$ cat src/inc/qasc_pkg.sv
// Package for one asynchronous serial channel: map, fields, timing
package qasc_pkg;
    localparam logic [2:0] REG_DATA = 3'h0;
    localparam logic [2:0] REG_IEN = 3'h1;
    localparam logic [2:0] REG_IID = 3'h2;
    localparam logic [2:0] REG_LINE = 3'h3;
    localparam logic [2:0] REG_MCTL = 3'h4;
    localparam logic [2:0] REG_LSTAT = 3'h5;
    localparam logic [2:0] REG_MSTAT = 3'h6;
    localparam logic [2:0] REG_SCRATCH = 3'h7;
    localparam int MC_DTR = 0;
    localparam int MC_RTS = 1;
    localparam int MC_GATE = 3;
    localparam int MC_LOOP = 4;
    localparam int MC_AUTO = 5;
    localparam int LC_STOP = 2;
    localparam int LC_PEN = 3;
    localparam int LC_EVEN = 4;
    localparam int LC_BRK = 6;
    localparam int LC_DLAB = 7;
    localparam int IE_RX = 0;
    localparam int IE_TX = 1;
    localparam int IE_LS = 2;
    localparam int IE_MS = 3;
    localparam logic [3:0] IEN_RST = 4'h0;
    localparam logic [7:0] LINE_RST = 8'h00;
    localparam logic [5:0] MCTL_RST = 6'h00;
    localparam logic [15:0] DIV_RST = 16'h0001;
    localparam logic [3:0] SYNC_RST = 4'h7;
    localparam logic [5:0] TICK_LAST = 6'h0f;
    localparam logic [5:0] TICK_HALF = 6'h07;
    localparam logic [5:0] TICK_ONE = 6'h10;
    localparam logic [5:0] TICK_1P5 = 6'h18;
    localparam logic [5:0] TICK_TWO = 6'h20;
    localparam logic [3:0] IID_NONE = 4'h1;
    localparam logic [3:0] IID_LINE = 4'h6;
    localparam logic [3:0] IID_RX = 4'h4;
    localparam logic [3:0] IID_TX = 4'h2;
    localparam logic [3:0] IID_MODEM = 4'h0;
    localparam logic [4:0] TRIG_L0 = 5'h01;
    localparam logic [4:0] TRIG_L1 = 5'h04;
    localparam logic [4:0] TRIG_L2 = 5'h08;
    localparam logic [4:0] TRIG_L3 = 5'h0e;
    typedef struct packed {
        logic brk;
        logic fe;
        logic pe;
        logic [7:0] data;
    } qasc_rx_entry_type;
    typedef enum logic [2:0] {TX_IDLE, TX_START, TX_DATA, TX_PAR,
        TX_STOP} qasc_tx_state_type;
    typedef enum logic [2:0] {R_IDLE, R_START, R_DATA, R_PAR, R_STOP,
        R_MARK} qasc_rx_state_type;
endpackage

$ cat src/hw/qasc_channel.sv
// One asynchronous serial channel with a classic Wishbone register slave
//
// Design decisions made here: register access over Wishbone and the register offsets.
`timescale 1ns/1ps
module qasc_channel
    import qasc_pkg::*;
#(
    parameter int DEPTH = 16
) (
    input wire logic clk_i,
    input wire logic rst_i,
    input wire logic cyc_i,
    input wire logic stb_i,
    input wire logic we_i,
    input wire logic [4:0] adr_i,
    input wire logic [3:0] sel_i,
    input wire logic [31:0] dat_i,
    output logic [31:0] dat_o,
    output logic ack_o,
    input wire logic ser_rx_i,
    input wire logic cts_n_i,
    input wire logic dcd_n_i,
    input wire logic irq_mode_sel_i,
    output logic ser_tx_o,
    output logic rts_n_o,
    output logic dtr_n_o,
    output logic channel_irq_out_o,
    output logic channel_irq_oe_o
);
    localparam int AW = $clog2(DEPTH);

    logic [3:0] pin_raw, sync1, sync2, sync3, pin, agree;
    logic acc, wr, rd, dlab, loop, auto_on, cts, dcd, rx_in;
    logic wr_data, rd_data, wr_fifo, rd_iid, rd_lstat, rd_mstat;
    logic clr_rx, clr_tx, tick, tx_bit, tx_go, tx_push, tx_end;
    logic rx_push, rx_pop, ovr, rx_end, thre, temt, thre_q, thri;
    logic cts_q, dcd_q, dcts, ddcd, cts_chg, force_err;
    logic ls_int, rx_int, tx_int, ms_int, rx_full_lvl;
    logic [2:0] idx, last_bit, tidx, ridx;
    logic [7:0] d, line, scratch, mask, tx_head, tsh, rsh, rx_bits;
    logic [7:0] lstat, mstat, rdata;
    logic [15:0] divisor, bcnt;
    logic [3:0] ien, iid, lerr, lset;
    logic [5:0] mctl, stop_len, tsub, rsub;
    logic [1:0] trig;
    logic [4:0] lvl;
    logic fifo_en, tpar, rpar, rzero;
    logic [AW:0] cap, tcnt, rcnt;
    logic [AW-1:0] twp, trp, rwp, rrp;
    logic [7:0] txm [DEPTH];
    qasc_rx_entry_type rxm [DEPTH];
    qasc_rx_entry_type new_ent, rx_head;
    qasc_tx_state_type tx_st;
    qasc_rx_state_type rx_st;

    // Pins pass three flops; a change counts once stages 2 and 3 agree
    assign pin_raw = {irq_mode_sel_i, dcd_n_i, cts_n_i, ser_rx_i};
    assign agree = ~(sync2 ^ sync3);
    always_ff @(posedge clk_i) begin
        if (rst_i) begin
            sync1 <= SYNC_RST;
            sync2 <= SYNC_RST;
            sync3 <= SYNC_RST;
            pin <= SYNC_RST;
        end else begin
            sync1 <= pin_raw;
            sync2 <= sync1;
            sync3 <= sync2;
            pin <= (sync3 & agree) | (pin & ~agree);
        end
    end

    // Bus decode; one access per cycle/strobe pair
    assign acc = cyc_i & stb_i & ~ack_o;
    assign idx = adr_i[4:2];
    assign d = dat_i[7:0];
    assign wr = acc & we_i & sel_i[0];
    assign rd = acc & ~we_i;
    assign dlab = line[LC_DLAB];
    assign wr_data = wr & (idx == REG_DATA) & ~dlab;
    assign rd_data = rd & (idx == REG_DATA) & ~dlab;
    assign wr_fifo = wr & (idx == REG_IID);
    assign rd_iid = rd & (idx == REG_IID);
    assign rd_lstat = rd & (idx == REG_LSTAT);
    assign rd_mstat = rd & (idx == REG_MSTAT);
    // Toggling FIFO mode flushes both queues to avoid stale entries
    assign clr_rx = wr_fifo & (d[1] | (d[0] != fifo_en));
    assign clr_tx = wr_fifo & (d[2] | (d[0] != fifo_en));

    // Software control registers
    always_ff @(posedge clk_i) begin
        if (rst_i) begin
            ien <= IEN_RST;
            line <= LINE_RST;
            mctl <= MCTL_RST;
            scratch <= 8'h00;
            divisor <= DIV_RST;
            fifo_en <= 1'b0;
            trig <= 2'h0;
        end else if (wr) begin
            case (idx)
                REG_DATA: if (dlab) divisor[7:0] <= d;
                REG_IEN: begin
                    if (dlab) divisor[15:8] <= d;
                    else ien <= d[3:0];
                end
                REG_IID: begin
                    fifo_en <= d[0];
                    trig <= d[7:6];
                end
                REG_LINE: line <= d;
                REG_MCTL: mctl <= d[5:0];
                REG_SCRATCH: scratch <= d;
                default: ;
            endcase
        end
    end

    // Sample tick at sixteen times the bit rate; divisor 0 halts it
    always_ff @(posedge clk_i) begin
        if (rst_i || divisor == 16'h0000) begin
            bcnt <= 16'h0000;
            tick <= 1'b0;
        end else if (bcnt >= divisor - 16'h0001) begin
            bcnt <= 16'h0000;
            tick <= 1'b1;
        end else begin
            bcnt <= bcnt + 16'h0001;
            tick <= 1'b0;
        end
    end

    // Loopback turns modem outputs back into the inputs
    assign loop = mctl[MC_LOOP];
    assign rx_in = loop ? (tx_bit & ~line[LC_BRK]) : pin[0];
    assign cts = loop ? mctl[MC_RTS] : ~pin[1];
    assign dcd = loop ? mctl[MC_GATE] : ~pin[2];
    assign auto_on = mctl[MC_AUTO] & fifo_en;

    // Frame shape from the line register
    assign last_bit = 3'h4 + {1'b0, line[1:0]};
    assign mask = 8'hff >> (3'h3 - {1'b0, line[1:0]});
    assign stop_len = ~line[LC_STOP] ? TICK_ONE :
        (line[1:0] == 2'h0 ? TICK_1P5 : TICK_TWO);
    // Depth one in non-FIFO mode gives the holding register
    assign cap = fifo_en ? (AW+1)'(DEPTH) : (AW+1)'(1);

    // Transmit queue; writes to a full queue are dropped
    assign tx_push = wr_data & (tcnt < cap);
    assign tx_go = (tx_st == TX_IDLE) & tick & (tcnt != '0) &
        (~auto_on | cts);
    assign tx_head = txm[trp] & mask;
    always_ff @(posedge clk_i) begin
        if (tx_push) txm[twp] <= d;
    end
    always_ff @(posedge clk_i) begin
        if (rst_i || clr_tx) begin
            twp <= '0;
            trp <= '0;
            tcnt <= '0;
        end else begin
            if (tx_push) twp <= twp + AW'(1);
            if (tx_go) trp <= trp + AW'(1);
            tcnt <= tcnt + (AW+1)'(tx_push) - (AW+1)'(tx_go);
        end
    end

    // Transmit shifter, LSB first
    assign tx_end = tick & (tx_st == TX_STOP ? tsub == stop_len - 6'h01 :
        tsub == TICK_LAST);
    always_ff @(posedge clk_i) begin
        if (rst_i) begin
            tx_st <= TX_IDLE;
            tx_bit <= 1'b1;
            tsub <= 6'h00;
            tidx <= 3'h0;
            tsh <= 8'h00;
            tpar <= 1'b0;
        end else begin
            if (tick && tx_st != TX_IDLE)
                tsub <= tx_end ? 6'h00 : tsub + 6'h01;
            case (tx_st)
                TX_IDLE: if (tx_go) begin
                    tx_st <= TX_START;
                    tx_bit <= 1'b0;
                    tsub <= 6'h00;
                    tsh <= tx_head;
                    tpar <= ^tx_head ^ ~line[LC_EVEN];
                end
                TX_START: if (tx_end) begin
                    tx_st <= TX_DATA;
                    tx_bit <= tsh[0];
                    tsh <= tsh >> 1;
                    tidx <= 3'h0;
                end
                TX_DATA: if (tx_end) begin
                    if (tidx == last_bit) begin
                        tx_st <= line[LC_PEN] ? TX_PAR : TX_STOP;
                        tx_bit <= line[LC_PEN] ? tpar : 1'b1;
                    end else begin
                        tx_bit <= tsh[0];
                        tsh <= tsh >> 1;
                        tidx <= tidx + 3'h1;
                    end
                end
                TX_PAR: if (tx_end) begin
                    tx_st <= TX_STOP;
                    tx_bit <= 1'b1;
                end
                TX_STOP: if (tx_end) tx_st <= TX_IDLE;
                default: tx_st <= TX_IDLE;
            endcase
        end
    end

    // Receive framing; data lands in the top bits, shift it down
    assign rx_end = tick & (rsub == TICK_LAST);
    assign rx_bits = rsh >> (3'h3 - {1'b0, line[1:0]});
    assign new_ent.data = rx_bits;
    assign new_ent.pe = line[LC_PEN] &
        (^rx_bits ^ rpar ^ ~line[LC_EVEN]);
    assign new_ent.fe = ~rx_in;
    assign new_ent.brk = rzero & ~rx_in;
    assign rx_push = (rx_st == R_STOP) & rx_end & (rcnt < cap);
    assign ovr = (rx_st == R_STOP) & rx_end & (rcnt >= cap);
    always_ff @(posedge clk_i) begin
        if (rst_i) begin
            rx_st <= R_IDLE;
            rsub <= 6'h00;
            ridx <= 3'h0;
            rsh <= 8'h00;
            rpar <= 1'b0;
            rzero <= 1'b0;
        end else begin
            if (tick && rx_st != R_IDLE)
                rsub <= (rx_end || (rx_st == R_START && rsub == TICK_HALF))
                    ? 6'h00 : rsub + 6'h01;
            case (rx_st)
                R_IDLE: if (!rx_in) begin
                    rx_st <= R_START;
                    rsub <= 6'h00;
                end
                // Mid-bit recheck; a glitch falls back to idle
                R_START: if (tick && rsub == TICK_HALF) begin
                    rx_st <= rx_in ? R_IDLE : R_DATA;
                    ridx <= 3'h0;
                    rzero <= 1'b1;
                end
                R_DATA: if (rx_end) begin
                    rsh <= {rx_in, rsh[7:1]};
                    rzero <= rzero & ~rx_in;
                    ridx <= ridx + 3'h1;
                    if (ridx == last_bit)
                        rx_st <= line[LC_PEN] ? R_PAR : R_STOP;
                end
                R_PAR: if (rx_end) begin
                    rpar <= rx_in;
                    rzero <= rzero & ~rx_in;
                    rx_st <= R_STOP;
                end
                R_STOP: if (rx_end) rx_st <= rx_in ? R_IDLE : R_MARK;
                // After a break wait for mark before hunting a new start
                R_MARK: if (rx_in) rx_st <= R_IDLE;
                default: rx_st <= R_IDLE;
            endcase
        end
    end

    // Receive queue with error bits beside each byte
    assign rx_pop = rd_data & (rcnt != '0);
    assign rx_head = rxm[rrp];
    always_ff @(posedge clk_i) begin
        if (rx_push) rxm[rwp] <= new_ent;
    end
    always_ff @(posedge clk_i) begin
        if (rst_i || clr_rx) begin
            rwp <= '0;
            rrp <= '0;
            rcnt <= '0;
        end else begin
            if (rx_push) rwp <= rwp + AW'(1);
            if (rx_pop) rrp <= rrp + AW'(1);
            rcnt <= rcnt + (AW+1)'(rx_push) - (AW+1)'(rx_pop);
        end
    end

    // Line errors are sticky until read; a new event beats the clear
    assign force_err = wr & (idx == REG_LSTAT) & loop;
    assign lset = ({new_ent.brk, new_ent.fe, new_ent.pe, 1'b0} &
        {4{rx_push}}) | {3'h0, ovr} |
        (force_err ? d[4:1] : 4'h0);
    assign thre = (tcnt == '0);
    assign temt = thre & (tx_st == TX_IDLE);
    assign cts_chg = cts ^ cts_q;
    always_ff @(posedge clk_i) begin
        if (rst_i) begin
            lerr <= 4'h0;
            cts_q <= 1'b0;
            dcd_q <= 1'b0;
            dcts <= 1'b0;
            ddcd <= 1'b0;
            thre_q <= 1'b1;
            thri <= 1'b0;
        end else begin
            lerr <= (rd_lstat ? 4'h0 : lerr) | lset;
            cts_q <= cts;
            dcd_q <= dcd;
            dcts <= (rd_mstat ? 1'b0 : dcts) | cts_chg;
            ddcd <= (rd_mstat ? 1'b0 : ddcd) | (dcd ^ dcd_q);
            thre_q <= thre;
            thri <= ((rd_iid && iid == IID_TX) || wr_data ? 1'b0 : thri) |
                (thre & ~thre_q);
        end
    end

    // Interrupt identification, highest priority first
    assign lvl = trig == 2'h0 ? TRIG_L0 : trig == 2'h1 ? TRIG_L1 :
        trig == 2'h2 ? TRIG_L2 : TRIG_L3;
    assign rx_full_lvl = rcnt >= (AW+1)'(lvl);
    assign ls_int = ien[IE_LS] & (|lerr);
    assign rx_int = ien[IE_RX] & (fifo_en ? rx_full_lvl : rcnt != '0);
    assign tx_int = ien[IE_TX] & thri;
    // Auto CTS owns the CTS line, so its changes raise nothing
    assign ms_int = ien[IE_MS] & ((dcts & ~auto_on) | ddcd);
    assign iid = ls_int ? IID_LINE : rx_int ? IID_RX :
        tx_int ? IID_TX : ms_int ? IID_MODEM : IID_NONE;

    // Status words, always readable
    assign lstat = {fifo_en & (|lerr[3:1]), temt, thre, lerr,
        rcnt != '0};
    assign mstat = {dcd, 2'b00, cts, ddcd, 2'b00, dcts};
    assign rdata = idx == REG_DATA ?
            (dlab ? divisor[7:0] : rx_head.data) :
        idx == REG_IEN ? (dlab ? divisor[15:8] : {4'h0, ien}) :
        idx == REG_IID ? {fifo_en, fifo_en, 2'b00, iid} :
        idx == REG_LINE ? line :
        idx == REG_MCTL ? {2'b00, mctl} :
        idx == REG_LSTAT ? lstat :
        idx == REG_MSTAT ? mstat : scratch;

    // Registered outputs
    always_ff @(posedge clk_i) begin
        if (rst_i) begin
            ack_o <= 1'b0;
            dat_o <= 32'h0000_0000;
            ser_tx_o <= 1'b1;
            rts_n_o <= 1'b1;
            dtr_n_o <= 1'b1;
            channel_irq_out_o <= 1'b0;
            channel_irq_oe_o <= 1'b0;
        end else begin
            ack_o <= acc;
            // Data lane carries a value only on a read answer
            dat_o <= rd ? {24'h000000, rdata} : 32'h0000_0000;
            ser_tx_o <= loop | (tx_bit & ~line[LC_BRK]);
            rts_n_o <= loop |
                ~(mctl[MC_RTS] & ~(auto_on & rx_full_lvl));
            dtr_n_o <= loop | ~mctl[MC_DTR];
            channel_irq_out_o <= ~iid[0];
            channel_irq_oe_o <= pin[3] | mctl[MC_GATE];
        end
    end
endmodule

$ cat config.mk
export PLATFORM = sky130hd
export DESIGN_NAME = qasc_channel
export DESIGN_NICKNAME = d
export VERILOG_FILES = /design/src/inc/qasc_pkg.sv /design/src/hw/qasc_channel.sv
export SDC_FILE = /design/constraint.sdc
export NUM_CORES = 1
export LEC_CHECK = 0
export ABC_AREA = 1
export BUFFER_PORTS_ARGS = -buffer_cell sky130_fd_sc_hd__buf_4
export CORE_UTILIZATION = 60
export CTS_CLUSTER_SIZE = 30
export DETAILED_ROUTE_END_ITERATION = 7
export PLACE_DENSITY = 0.78
export SETUP_SLACK_MARGIN = 0.3
export SYNTH_ARGS = -nofsm -noshare
export SYNTH_HDL_FRONTEND = slang
export SYNTH_SLANG_ARGS = --single-unit
$ cat constraint.sdc
create_clock -name clk_i -period 6.1 [get_ports clk_i]
set_clock_uncertainty 0.05 [all_clocks]
set_input_delay 1.525 -clock clk_i [delete_from_list [all_inputs] [get_ports clk_i]]
set_output_delay 1.525 -clock clk_i [all_outputs]
set_load 0.01 [all_outputs]
==> flow_summary.json, run 1 <==
{
  "wire_per_inst_um": 17.8,
  "avgViaCountPerCell": 5.73,
  "synth_area_per_cell_um2": 9.25,
  "clock_path_buffers": 3,
  "grtUsageTotal": 0.280,
  "slew_violations": 0,
  "nets": 2273,
  "wirelength_um": 47000,
  "netlist_top_cells_area": "edfxtp_1 (39%), dfxtp_1 (18%), nand2_1 (6.8%)",
  "dieArea_um2": 34000,
  "start_util": 0.612,
  "holdBufCountCts": 0,
  "area_delta_synth_final_pct": 8.78,
  "drive_above_1_share": 0.0828,
  "cts_tree": "done",
  "synthFlopType": "edfxtp_1",
  "drcViolationCount": 0,
  "end_kind": "flop",
  "die_w_um": 184,
  "synth_edf_count": 256,
  "io_buffers": 34,
  "period_needed_ns": 4.00,
  "ys_seq_area_frac": 0.566,
  "drt_first_pass_iters": 6,
  "sw_frac_of_total": 0.276,
  "cts_resized": 0,
  "synth_area_um2": 20000,
  "path_cells": "buf_4 -> inv_2 -> nand2_1 -> nor2_4 -> inv_2 -> nor2_2 -> inv_2 -> nor2_1 -> nand2_1 -> inv_2 -> ha_1 -> inv_1 -> fa_1 -> inv_1 -> a21oi_1 -> nor2_1 -> nor2_1 -> xor2_1 -> inv_1 -> nor2_1",
  "synth_most_common_cell": "nand2_1",
  "antenna_found_initial": 0,
  "hp-class": "reg2reg",
  "globalplace.congestion": 0.966,
  "synthTopCellsByCount": "nand2_1 (364), nor2_1 (259), edfxtp_1 (256)",
  "startpoint_type": "input pin",
  "via_count": 15100,
  "internal_power_mw": 4.98,
  "comb_power_share": 0.156,
  "hpwlAfterDp_um": 30500,
  "ys_warn_count": 0,
  "setup_viol": 0,
  "die_h_um": 184,
  "num_antenna_cells": 0,
  "vdd_drop_max_uv": 252,
  "tns_ns": 0,
  "clock_latency_ns": 0.54,
  "arrival_ns": 4.37,
  "hold_viol": 0,
  "nFillCells": 2510,
  "detail-route-antenna-nets": 0,
  "grt.overflow.total": 0,
  "cts_buffers": 43,
  "max_freq_ghz": 0.250,
  "worst_pin_slew_ns": 1.32,
  "clkSlewWorstSetupHoldPaths_ns": 0.06,
  "p_sw_mw": 1.90,
  "rsz0062_at_grt": "false",
  "grt_pass1_vias": 14200,
  "pwr-share-seq": 0.474,
  "ys_ff_latch": 436,
  "ios": 88,
  "relSlewSlack": 0.117,
  "cpMaxStageDelayCell": "fa_1",
  "maxCapViolCount": 0,
  "cts_setup_buffers": 0,
  "grt_max_degree": 70,
  "critPathRequiredTime_ns": 6.47,
  "htree_levels": 2,
  "synthCells": 2157,
  "path_max_fanout": 8,
  "design.core.area_um2": 32600,
  "p_leak_nw": 8.21,
  "async_reset_ff_frac": 0,
  "drt-initial-drc-count": 1648,
  "critPathKind": "in2reg",
  "clock-sinks": 436,
  "status": "finished clean",
  "power.share.clock": 0.370,
  "num_rows": 66,
  "post_synth_num_cell_types": 55,
  "p_per_area_nw_per_um2": 317,
  "synth_top_area_frac": 0.385,
  "cts_root_buffer": "clkbuf_16",
  "grt_pass1_wl_um": 74000,
  "cpPeakStageDelay_ns": 0.39,
  "fin_crit_sh": 0.656,
  "fin_util": 0.666,
  "synth_top_area_cell": "edfxtp_1"
}
[per-stage QoR]
stage / instances / power (mW) / hold WS (ns) / setup WS [ns] / area, µm²
after floorplan: 2180 / 4.14 / 0.325 / 2.30 / 20000
after global placement: 2562 / 4.32 / 0.341 / 1.68 / 20400
after detailed placement: 2562 / 4.37 / 0.347 / 1.58 / 20400
after CTS: 2641 / 6.89 / 0.361 / 2.15 / 21700
after global routing: 2641 / 7.16 / 0.382 / 1.88 / 21700
final: 2641 / 6.88 / 0.360 / 2.10 / 21700
[cells in the final DEF, fill, tap and decap left out, types with 5 or more instances in the layout]
cell       count
xor2_1        33
buf_4         40
nor3_1        14
clkbuf_8       5
xnor2_1       16
o221ai_1      21
nor2_1       259
nand3_1      126
inv_1        215
o21ai_0      153
ha_1          56
dfxtp_1      178
nand2_1      364
a21oi_1      134
o22ai_1       16
o21ai_2        6
inv_2         30
clkbuf_1      11
edfxtp_1     256
o21ai_1       44
nand4_1        7
clkbuf_16     45
nor3_2         9
nand3b_1       5
conb_1        24
a211oi_1      14
a31oi_1        8
or2_2         13
o211ai_1      23
clkinv_2      13
clkinv_1       7
nor2_2         9
[power groups by stage]
stage / clock [mW] / combinational, mW / sequential, mW
2_1_floorplan: 0 / 0.839 / 3.30
3_3_place_gp: 0 / 1.01 / 3.31
3_5_place_dp: 0 / 1.05 / 3.32
4_1_cts: 2.57 / 1.06 / 3.26
5_1_grt: 2.68 / 1.21 / 3.27
6_report: 2.55 / 1.07 / 3.26
[critical path: cells and delay by family]
family,cells,cell delay [ns]
adder cells (fa/ha/maj),2,0.58
AND/OR/NAND/NOR,8,1.21
XOR/XNOR,1,0.13
buffers and inverters,8,0.87
AO/OA/AOI/OAI,1,0.07
[registers in the layout, indices dropped and copies added (netlist names), 5 cells and up, named ones only]
| register | cells |
|---|---|
| bcnt | 16 |
| rsh | 8 |
| tsh | 8 |
| tsub | 6 |
| scratch | 8 |
| dat_o | 8 |
| txm | 128 |
| rxm | 128 |
| divisor | 16 |
| line | 8 |
| rcnt | 5 |
| mctl | 6 |
| tcnt | 5 |
| rsub | 6 |
[final cells by class]
| class | count | area (µm²) | area share |
|---|---|---|---|
| inverter | 248 | 931 | 0.0429 |
| tap | 442 | 553 | 0.0255 |
| multi-input combinational | 1396 | 7290 | 0.336 |
| sequential | 436 | 11300 | 0.520 |
| clock buffer | 61 | 1240 | 0.0569 |
| timing repair buffer | 40 | 300 | 0.0138 |
| clock inverter | 18 | 110 | 0.00507 |
[path summary, 6_finish.rpt]
check	startpoint	end	slack [ns]	cells after the start
worst max-delay path	adr_i[2]	tcnt[4]$_SDFF_PP0_	2.10	20
worst min register to register	sync1[1]$_SDFF_PP1_	sync2[1]$_SDFF_PP1_	0.36	1
worst max register to register	line[0]$_SDFFE_PP0P_	lerr[1]$_SDFF_PP0_	2.78	13
worst min-delay path	sync1[1]$_SDFF_PP1_	sync2[1]$_SDFF_PP1_	0.36	1
[cell families after synthesis]
| logic type | share of synthesized area |
|---|---|
| AOI/OAI and AO/OA | 0.126 |
| other | 0.000188 |
| adders and majority gates | 0.0371 |
| buffers and inverters | 0.0735 |
| and+or+nand+nor | 0.176 |
| muxes | 0.000501 |
| xor gates and xnor gates | 0.0215 |
| DFF | 0.566 |
[per-layer routing]
layer | track usage | part of all wire | vias to the layer above
met2 | 0.446 | 0.46 | 685
met5 | 0 | 0 | -
met1 | 0.390 | 0.42 | 7077
li1 | - | - | 7256
met3 | 0.0466 | 0.090 | 103
met4 | 0.0903 | 0.029 | 0
(Power assumes the default switching activity.)
==> run 2: changes to the inputs <==
clock period = 3.9 ns   (was 6.1 ns; I/O delays follow)
==> run 2 against run 1 <==
  * Register-to-register slack worse by 2.0 ns
  * First-iteration DRC count is 5.1% lower
  * Critical endpoint unchanged
  * Final area is 1.5% higher
  * Power grew 58%
  * Clock-buffer cell count grew 4
  * Largest power group unchanged
  * Non-clock buffer count grew 33
  * Critical path type unchanged
  * Via count about the same
==> flow_summary.json, run 2 (synthesis gave the netlist of run 1 again) <==
{
  "grt_pass1_wl_um": 75000,
  "fin_ws_ns": 0.815,
  "status": "finished clean",
  "end_kind": "flop",
  "grt_pass1_vias": 14400,
  "hp-class": "reg2reg",
  "holdBufCountCts": 0,
  "drcViolationCount": 0,
  "worst_pin_slew_ns": 1.07,
  "clock_path_buffers": 3,
  "arrival_ns": 3.45,
  "path_max_fanout": 6,
  "top_regs": "rxm x128, txm x128",
  "worstRegToRegCells": 15,
  "met2_length_um": 21700,
  "slew_violations": 0,
  "clkSlewWorstSetupHoldPaths_ns": 0.06,
  "tns_ns": 0,
  "grt_max_degree": 70,
  "clock-sinks": 436,
  "hold_viol": 0,
  "ios": 88,
  "globalplace.congestion": 0.934,
  "cts_buffers": 44,
  "rsz0062_at_grt": "false",
  "avgViaCountPerCell": 5.65,
  "cts_tree": "done",
  "htree_levels": 2,
  "start_util": 0.612,
  "dieArea_um2": 34000,
  "antenna_found_initial": 0,
  "die_w_um": 184,
  "drt_first_pass_iters": 7,
  "crit_start": "adr_i[2]",
  "p_leak_nw": 8.46,
  "via_count": 15100,
  "nets": 2307,
  "nFillCells": 2460,
  "m1WireLength_um": 20100,
  "period_needed_ns": 3.09,
  "critPathRequiredTime_ns": 4.27,
  "num_antenna_cells": 0,
  "critPathKind": "in2reg",
  "r2r_start": "fifo_en$_SDFFE_PP0P_",
  "design.core.area_um2": 32600,
  "wirelength_um": 46700,
  "setup_viol": 0,
  "final_cell_mix": "nand2_1 (364), nor2_1 (259), edfxtp_1 (256)",
  "num_rows": 66,
  "wl_met3_um": 3720,
  "relSlewSlack": 0.287,
  "cts_root_buffer": "clkbuf_16",
  "p_per_area_nw_per_um2": 494,
  "drive_above_1_share": 0.0980,
  "max_freq_ghz": 0.324,
  "maxCapViolCount": 0,
  "fin_util": 0.676,
  "final_common_cell": "nand2_1",
  "drt-initial-drc-count": 1564,
  "wire_per_inst_um": 17.5,
  "grt.overflow.total": 0,
  "startpoint_type": "input pin",
  "min-delay-start": "sync1[2]$_SDFF_PP1_",
  "area_delta_synth_final_pct": 10.4,
  "pre_cts_ws_ns": 0.296,
  "vdd_drop_max_uv": 382,
  "routed.top_layer": "met4",
  "grtUsageTotal": 0.283,
  "min_path_cells": 1,
  "clock_latency_ns": 0.56,
  "die_h_um": 184,
  "io_buffers": 34,
  "detail-route-antenna-nets": 0,
  "hpwlAfterDp_um": 30700,
  "fin_crit_sh": 0.791
}
[run 2: changes by cell type in the layout (fill, tap and decap cells not counted), sizes merged]
cell,before,now
buf,40,73
clkinv,20,14
clkbuf,61,65
clkinvlp,0,2
inv,245,247
bufinv,1,2
[run 2: worst paths after layout]
check	to	slack, ns
setup / recovery	tcnt[4]$_SDFF_PP0_	0.81
hold / removal	sync2[2]$_SDFF_PP1_	0.36
hold reg to reg	sync2[2]$_SDFF_PP1_	0.36
setup reg to reg	rcnt[4]$_SDFF_PP0_	0.81
[run 2: layer usage]
layer	up-vias	global-route usage
met1	7103	0.396
met2	607	0.451
met5	-	0
met4	0	0.0867
li1	7325	-
met3	93	0.0447
[run 2: repair_timing]
action | 4_1_cts | 5_1_grt
endpoints found under the setup margin | 0 | 5
buffers inserted | 0 | 0
hold endpoints to repair | 0 | 0
gates resized for setup | 0 | 1
[run 2: layout make-up]
cell class / count / area, µm² / share of cell area
well taps: 442 / 553 / 0.0251
clock buffers: 65 / 1270 / 0.0577
multi-input cells: 1396 / 7300 / 0.331
inverters: 248 / 931 / 0.0422
flip-flops and latches: 436 / 11300 / 0.512
clock inverters: 17 / 145 / 0.00659
repair buffers: 73 / 548 / 0.0249
[run 2: metrics by stage]
| stage | power, mW | instance area, µm² | instances | hold WS [ns] |
|---|---|---|---|---|
| global placement | 6.78 | 20600 | 2595 | 0.343 |
| CTS | 10.9 | 22000 | 2677 | 0.360 |
| finish | 10.9 | 22000 | 2677 | 0.357 |
| floorplan | 6.48 | 20000 | 2180 | 0.325 |
| detailed placement | 6.85 | 20600 | 2595 | 0.346 |
| global route | 11.4 | 22000 | 2677 | 0.376 |
[run 2: critical path, stage by stage]
cell	delay [ns]
buf_4	0.13
inv_2	0.11
nand2_1	0.11
nor2_4	0.16
inv_2	0.07
nor2_2	0.11
inv_2	0.12
nor2_1	0.26
nand2_1	0.19
inv_2	0.09
ha_1	0.16
inv_1	0.05
fa_1	0.39
inv_1	0.09
a21oi_1	0.06
nor2_1	0.08
nor2_1	0.06
xor2_1	0.14
inv_1	0.06
nor2_1	0.04
[run 2: report_power, final]
part	switching, mW	total (mW)	internal (mW)
registers	0.107	5.09	4.99
logic	1.15	1.69	0.540
clock network	1.72	4.11	2.40
total	2.97	10.9	7.92
==> run 3: changes to the inputs <==
CORE_UTILIZATION = 56   (was 60)
PLACE_DENSITY = 0.76   (was 0.78)
clock period = 2.5 ns   (was 3.9 ns; I/O delays follow)
==> run 3 against run 2 <==
  * The flow now finishes with violations (negative setup slack)
  * Via count grew 5.9%
  * Sequential share of layout area shrank 4.2 points
  * Clock-buffer cell count shrank 9
  * Largest cell class unchanged
  * Final cell count grew 4.7%
  * Global-route usage shrank 0.37 points
  * Sequential power grew 57%
  * Non-clock buffer count grew 114
==> flow_summary.json, run 3 (synthesis gave the netlist of run 1 again) <==
{
  "tns_ns": -0.0713,
  "fin_util": 0.691,
  "clkSlewWorstSetupHoldPaths_ns": 0.06,
  "hold_viol": 0,
  "cts_tree": "done",
  "drt-initial-drc-count": 1379,
  "drive_above_1_share": 0.205,
  "top_regs": "rxm x128, txm x128",
  "design.core.area_um2": 34800,
  "vdd_drop_max_uv": 682,
  "postPlaceCellArea_um2": 21600,
  "avgViaCountPerCell": 5.71,
  "fin_hold_ws_ns": 0.194,
  "cts_buffers": 44,
  "p_per_area_nw_per_um2": 757,
  "grt_pass1_vias": 15200,
  "clock-sinks": 436,
  "critPathRequiredTime_ns": 2.96,
  "setup_viol": 10,
  "dieArea_um2": 36400,
  "wirelength_um": 52400,
  "relSlewSlack": 0.606,
  "drcViolationCount": 0,
  "slew_violations": 0,
  "die_w_um": 191,
  "final_common_cell": "nand2_1",
  "hpwlAfterDp_um": 33400,
  "num_antenna_cells": 0,
  "io_buffers": 34,
  "power_mw": 18.2,
  "num_rows": 68,
  "rsz0062_at_grt": "true",
  "worst_pin_slew_ns": 0.590,
  "reg2reg_setup_slack_ns": -0.01,
  "violations": "negative setup slack",
  "pre_cts_ws_ns": -0.437,
  "clock_latency_ns": 0.57,
  "grt_max_degree": 70,
  "start_util": 0.574,
  "end_kind": "flop",
  "hp-class": "in2reg",
  "htree_levels": 2,
  "cts_root_buffer": "clkbuf_16",
  "ios": 88,
  "grtUsageTotal": 0.279,
  "detail-route-antenna-nets": 0,
  "nets": 2422,
  "grt_pass1_wl_um": 79000,
  "fin_ws_ns": -0.0148,
  "p_leak_nw": 9.22,
  "path_max_fanout": 8,
  "drt_first_pass_iters": 8,
  "status": "finished, violations left",
  "final_cell_mix": "nand2_1 (336), edfxtp_1 (256), nor2_1 (221)",
  "post-place-cells": 2687,
  "maxCapViolCount": 0,
  "nFillCells": 2488,
  "fin_crit_sh": 1.01,
  "wire_per_inst_um": 18.7,
  "clock_path_buffers": 3,
  "startpoint_type": "flop",
  "final_area_um2": 24100,
  "area_delta_synth_final_pct": 20.5,
  "globalplace.congestion": 0.928,
  "antenna_found_initial": 0,
  "grt.overflow.total": 0,
  "via_count": 16000,
  "critPathKind": "reg2reg",
  "period_needed_ns": 2.51,
  "arrival_ns": 2.97,
  "die_h_um": 191,
  "max_freq_ghz": 0.398,
  "final_cell_count_no_fill": 2803
}
-- run 3: changes by cell type in the layout (fill, tap and decap cells not counted), moves of 19 or more --
cell,before,now
buf_4,73,149
inv_1,215,196
buf_6,0,24
nor2_1,259,221
nand2_1,364,336
nor2_4,4,29
nand2_2,0,22
-- run 3: layout make-up --
type                    instances  area, µm²  area share
well taps                     455        569      0.0237
multi-input cells            1396       8050       0.334
clock buffers                  56       1170      0.0485
inverters                     248        973      0.0405
repair buffers                187       1690      0.0702
clock inverters                24        283      0.0118
repair inverters                1       8.76    0.000364
flip-flops and latches        436      11300       0.471
-- run 3: path summary, 6_finish.rpt --
check                          startpoint                   to  depth (start not counted)
hold / removal                   ser_rx_i  sync1[0]$_SDFF_PP1_                          2
setup / recovery  divisor[1]$_SDFFE_PP0P_  bcnt[10]$_SDFF_PP0_                         16
setup reg to reg  divisor[1]$_SDFFE_PP0P_  bcnt[10]$_SDFF_PP0_                         16
hold reg to reg       sync1[0]$_SDFF_PP1_  sync2[0]$_SDFF_PP1_                          1
-- run 3: timing repair --
action	in CTS	in global routing
hold buffers	0	0
resized for setup	64	123
cloned	1	6
setup endpoints to repair	209	289
buffers inserted	14	15
pin swaps	21	46
-- run 3: worst max-delay path, stage by stage (launching register included) --
cell and delay, ns:
dfxtp_4 0.36, inv_1 0.11, ha_4 0.15, nand2_2 0.08, nor3_4 0.22, buf_4 0.14, nand3_1 0.07, xor2_1 0.14
inv_1 0.06, ha_1 0.27, nand2_1 0.09, o21a_1 0.14, nand2_1 0.08, nand2_2 0.10, nand3_4 0.11, buf_16 0.20
nor2_1 0.07
-- run 3: power breakdown --
| part | switching (mW) | internal [mW] | leakage, nW |
|---|---|---|---|
| clock network | 2.77 | 3.94 | 0.695 |
| registers | 0.193 | 7.79 | 3.80 |
| logic | 2.12 | 1.40 | 4.73 |
| total | 5.08 | 13.1 | 9.22 |
-- run 3: routing by layer --
metal  global-route usage  wire [µm]  vias up
met3               0.0508       4530      127
li1                     -          -     7572
met5                    0          0        -
met2                0.462      25000      748
met1                0.372      21400     7566
met4               0.0846       1430        0
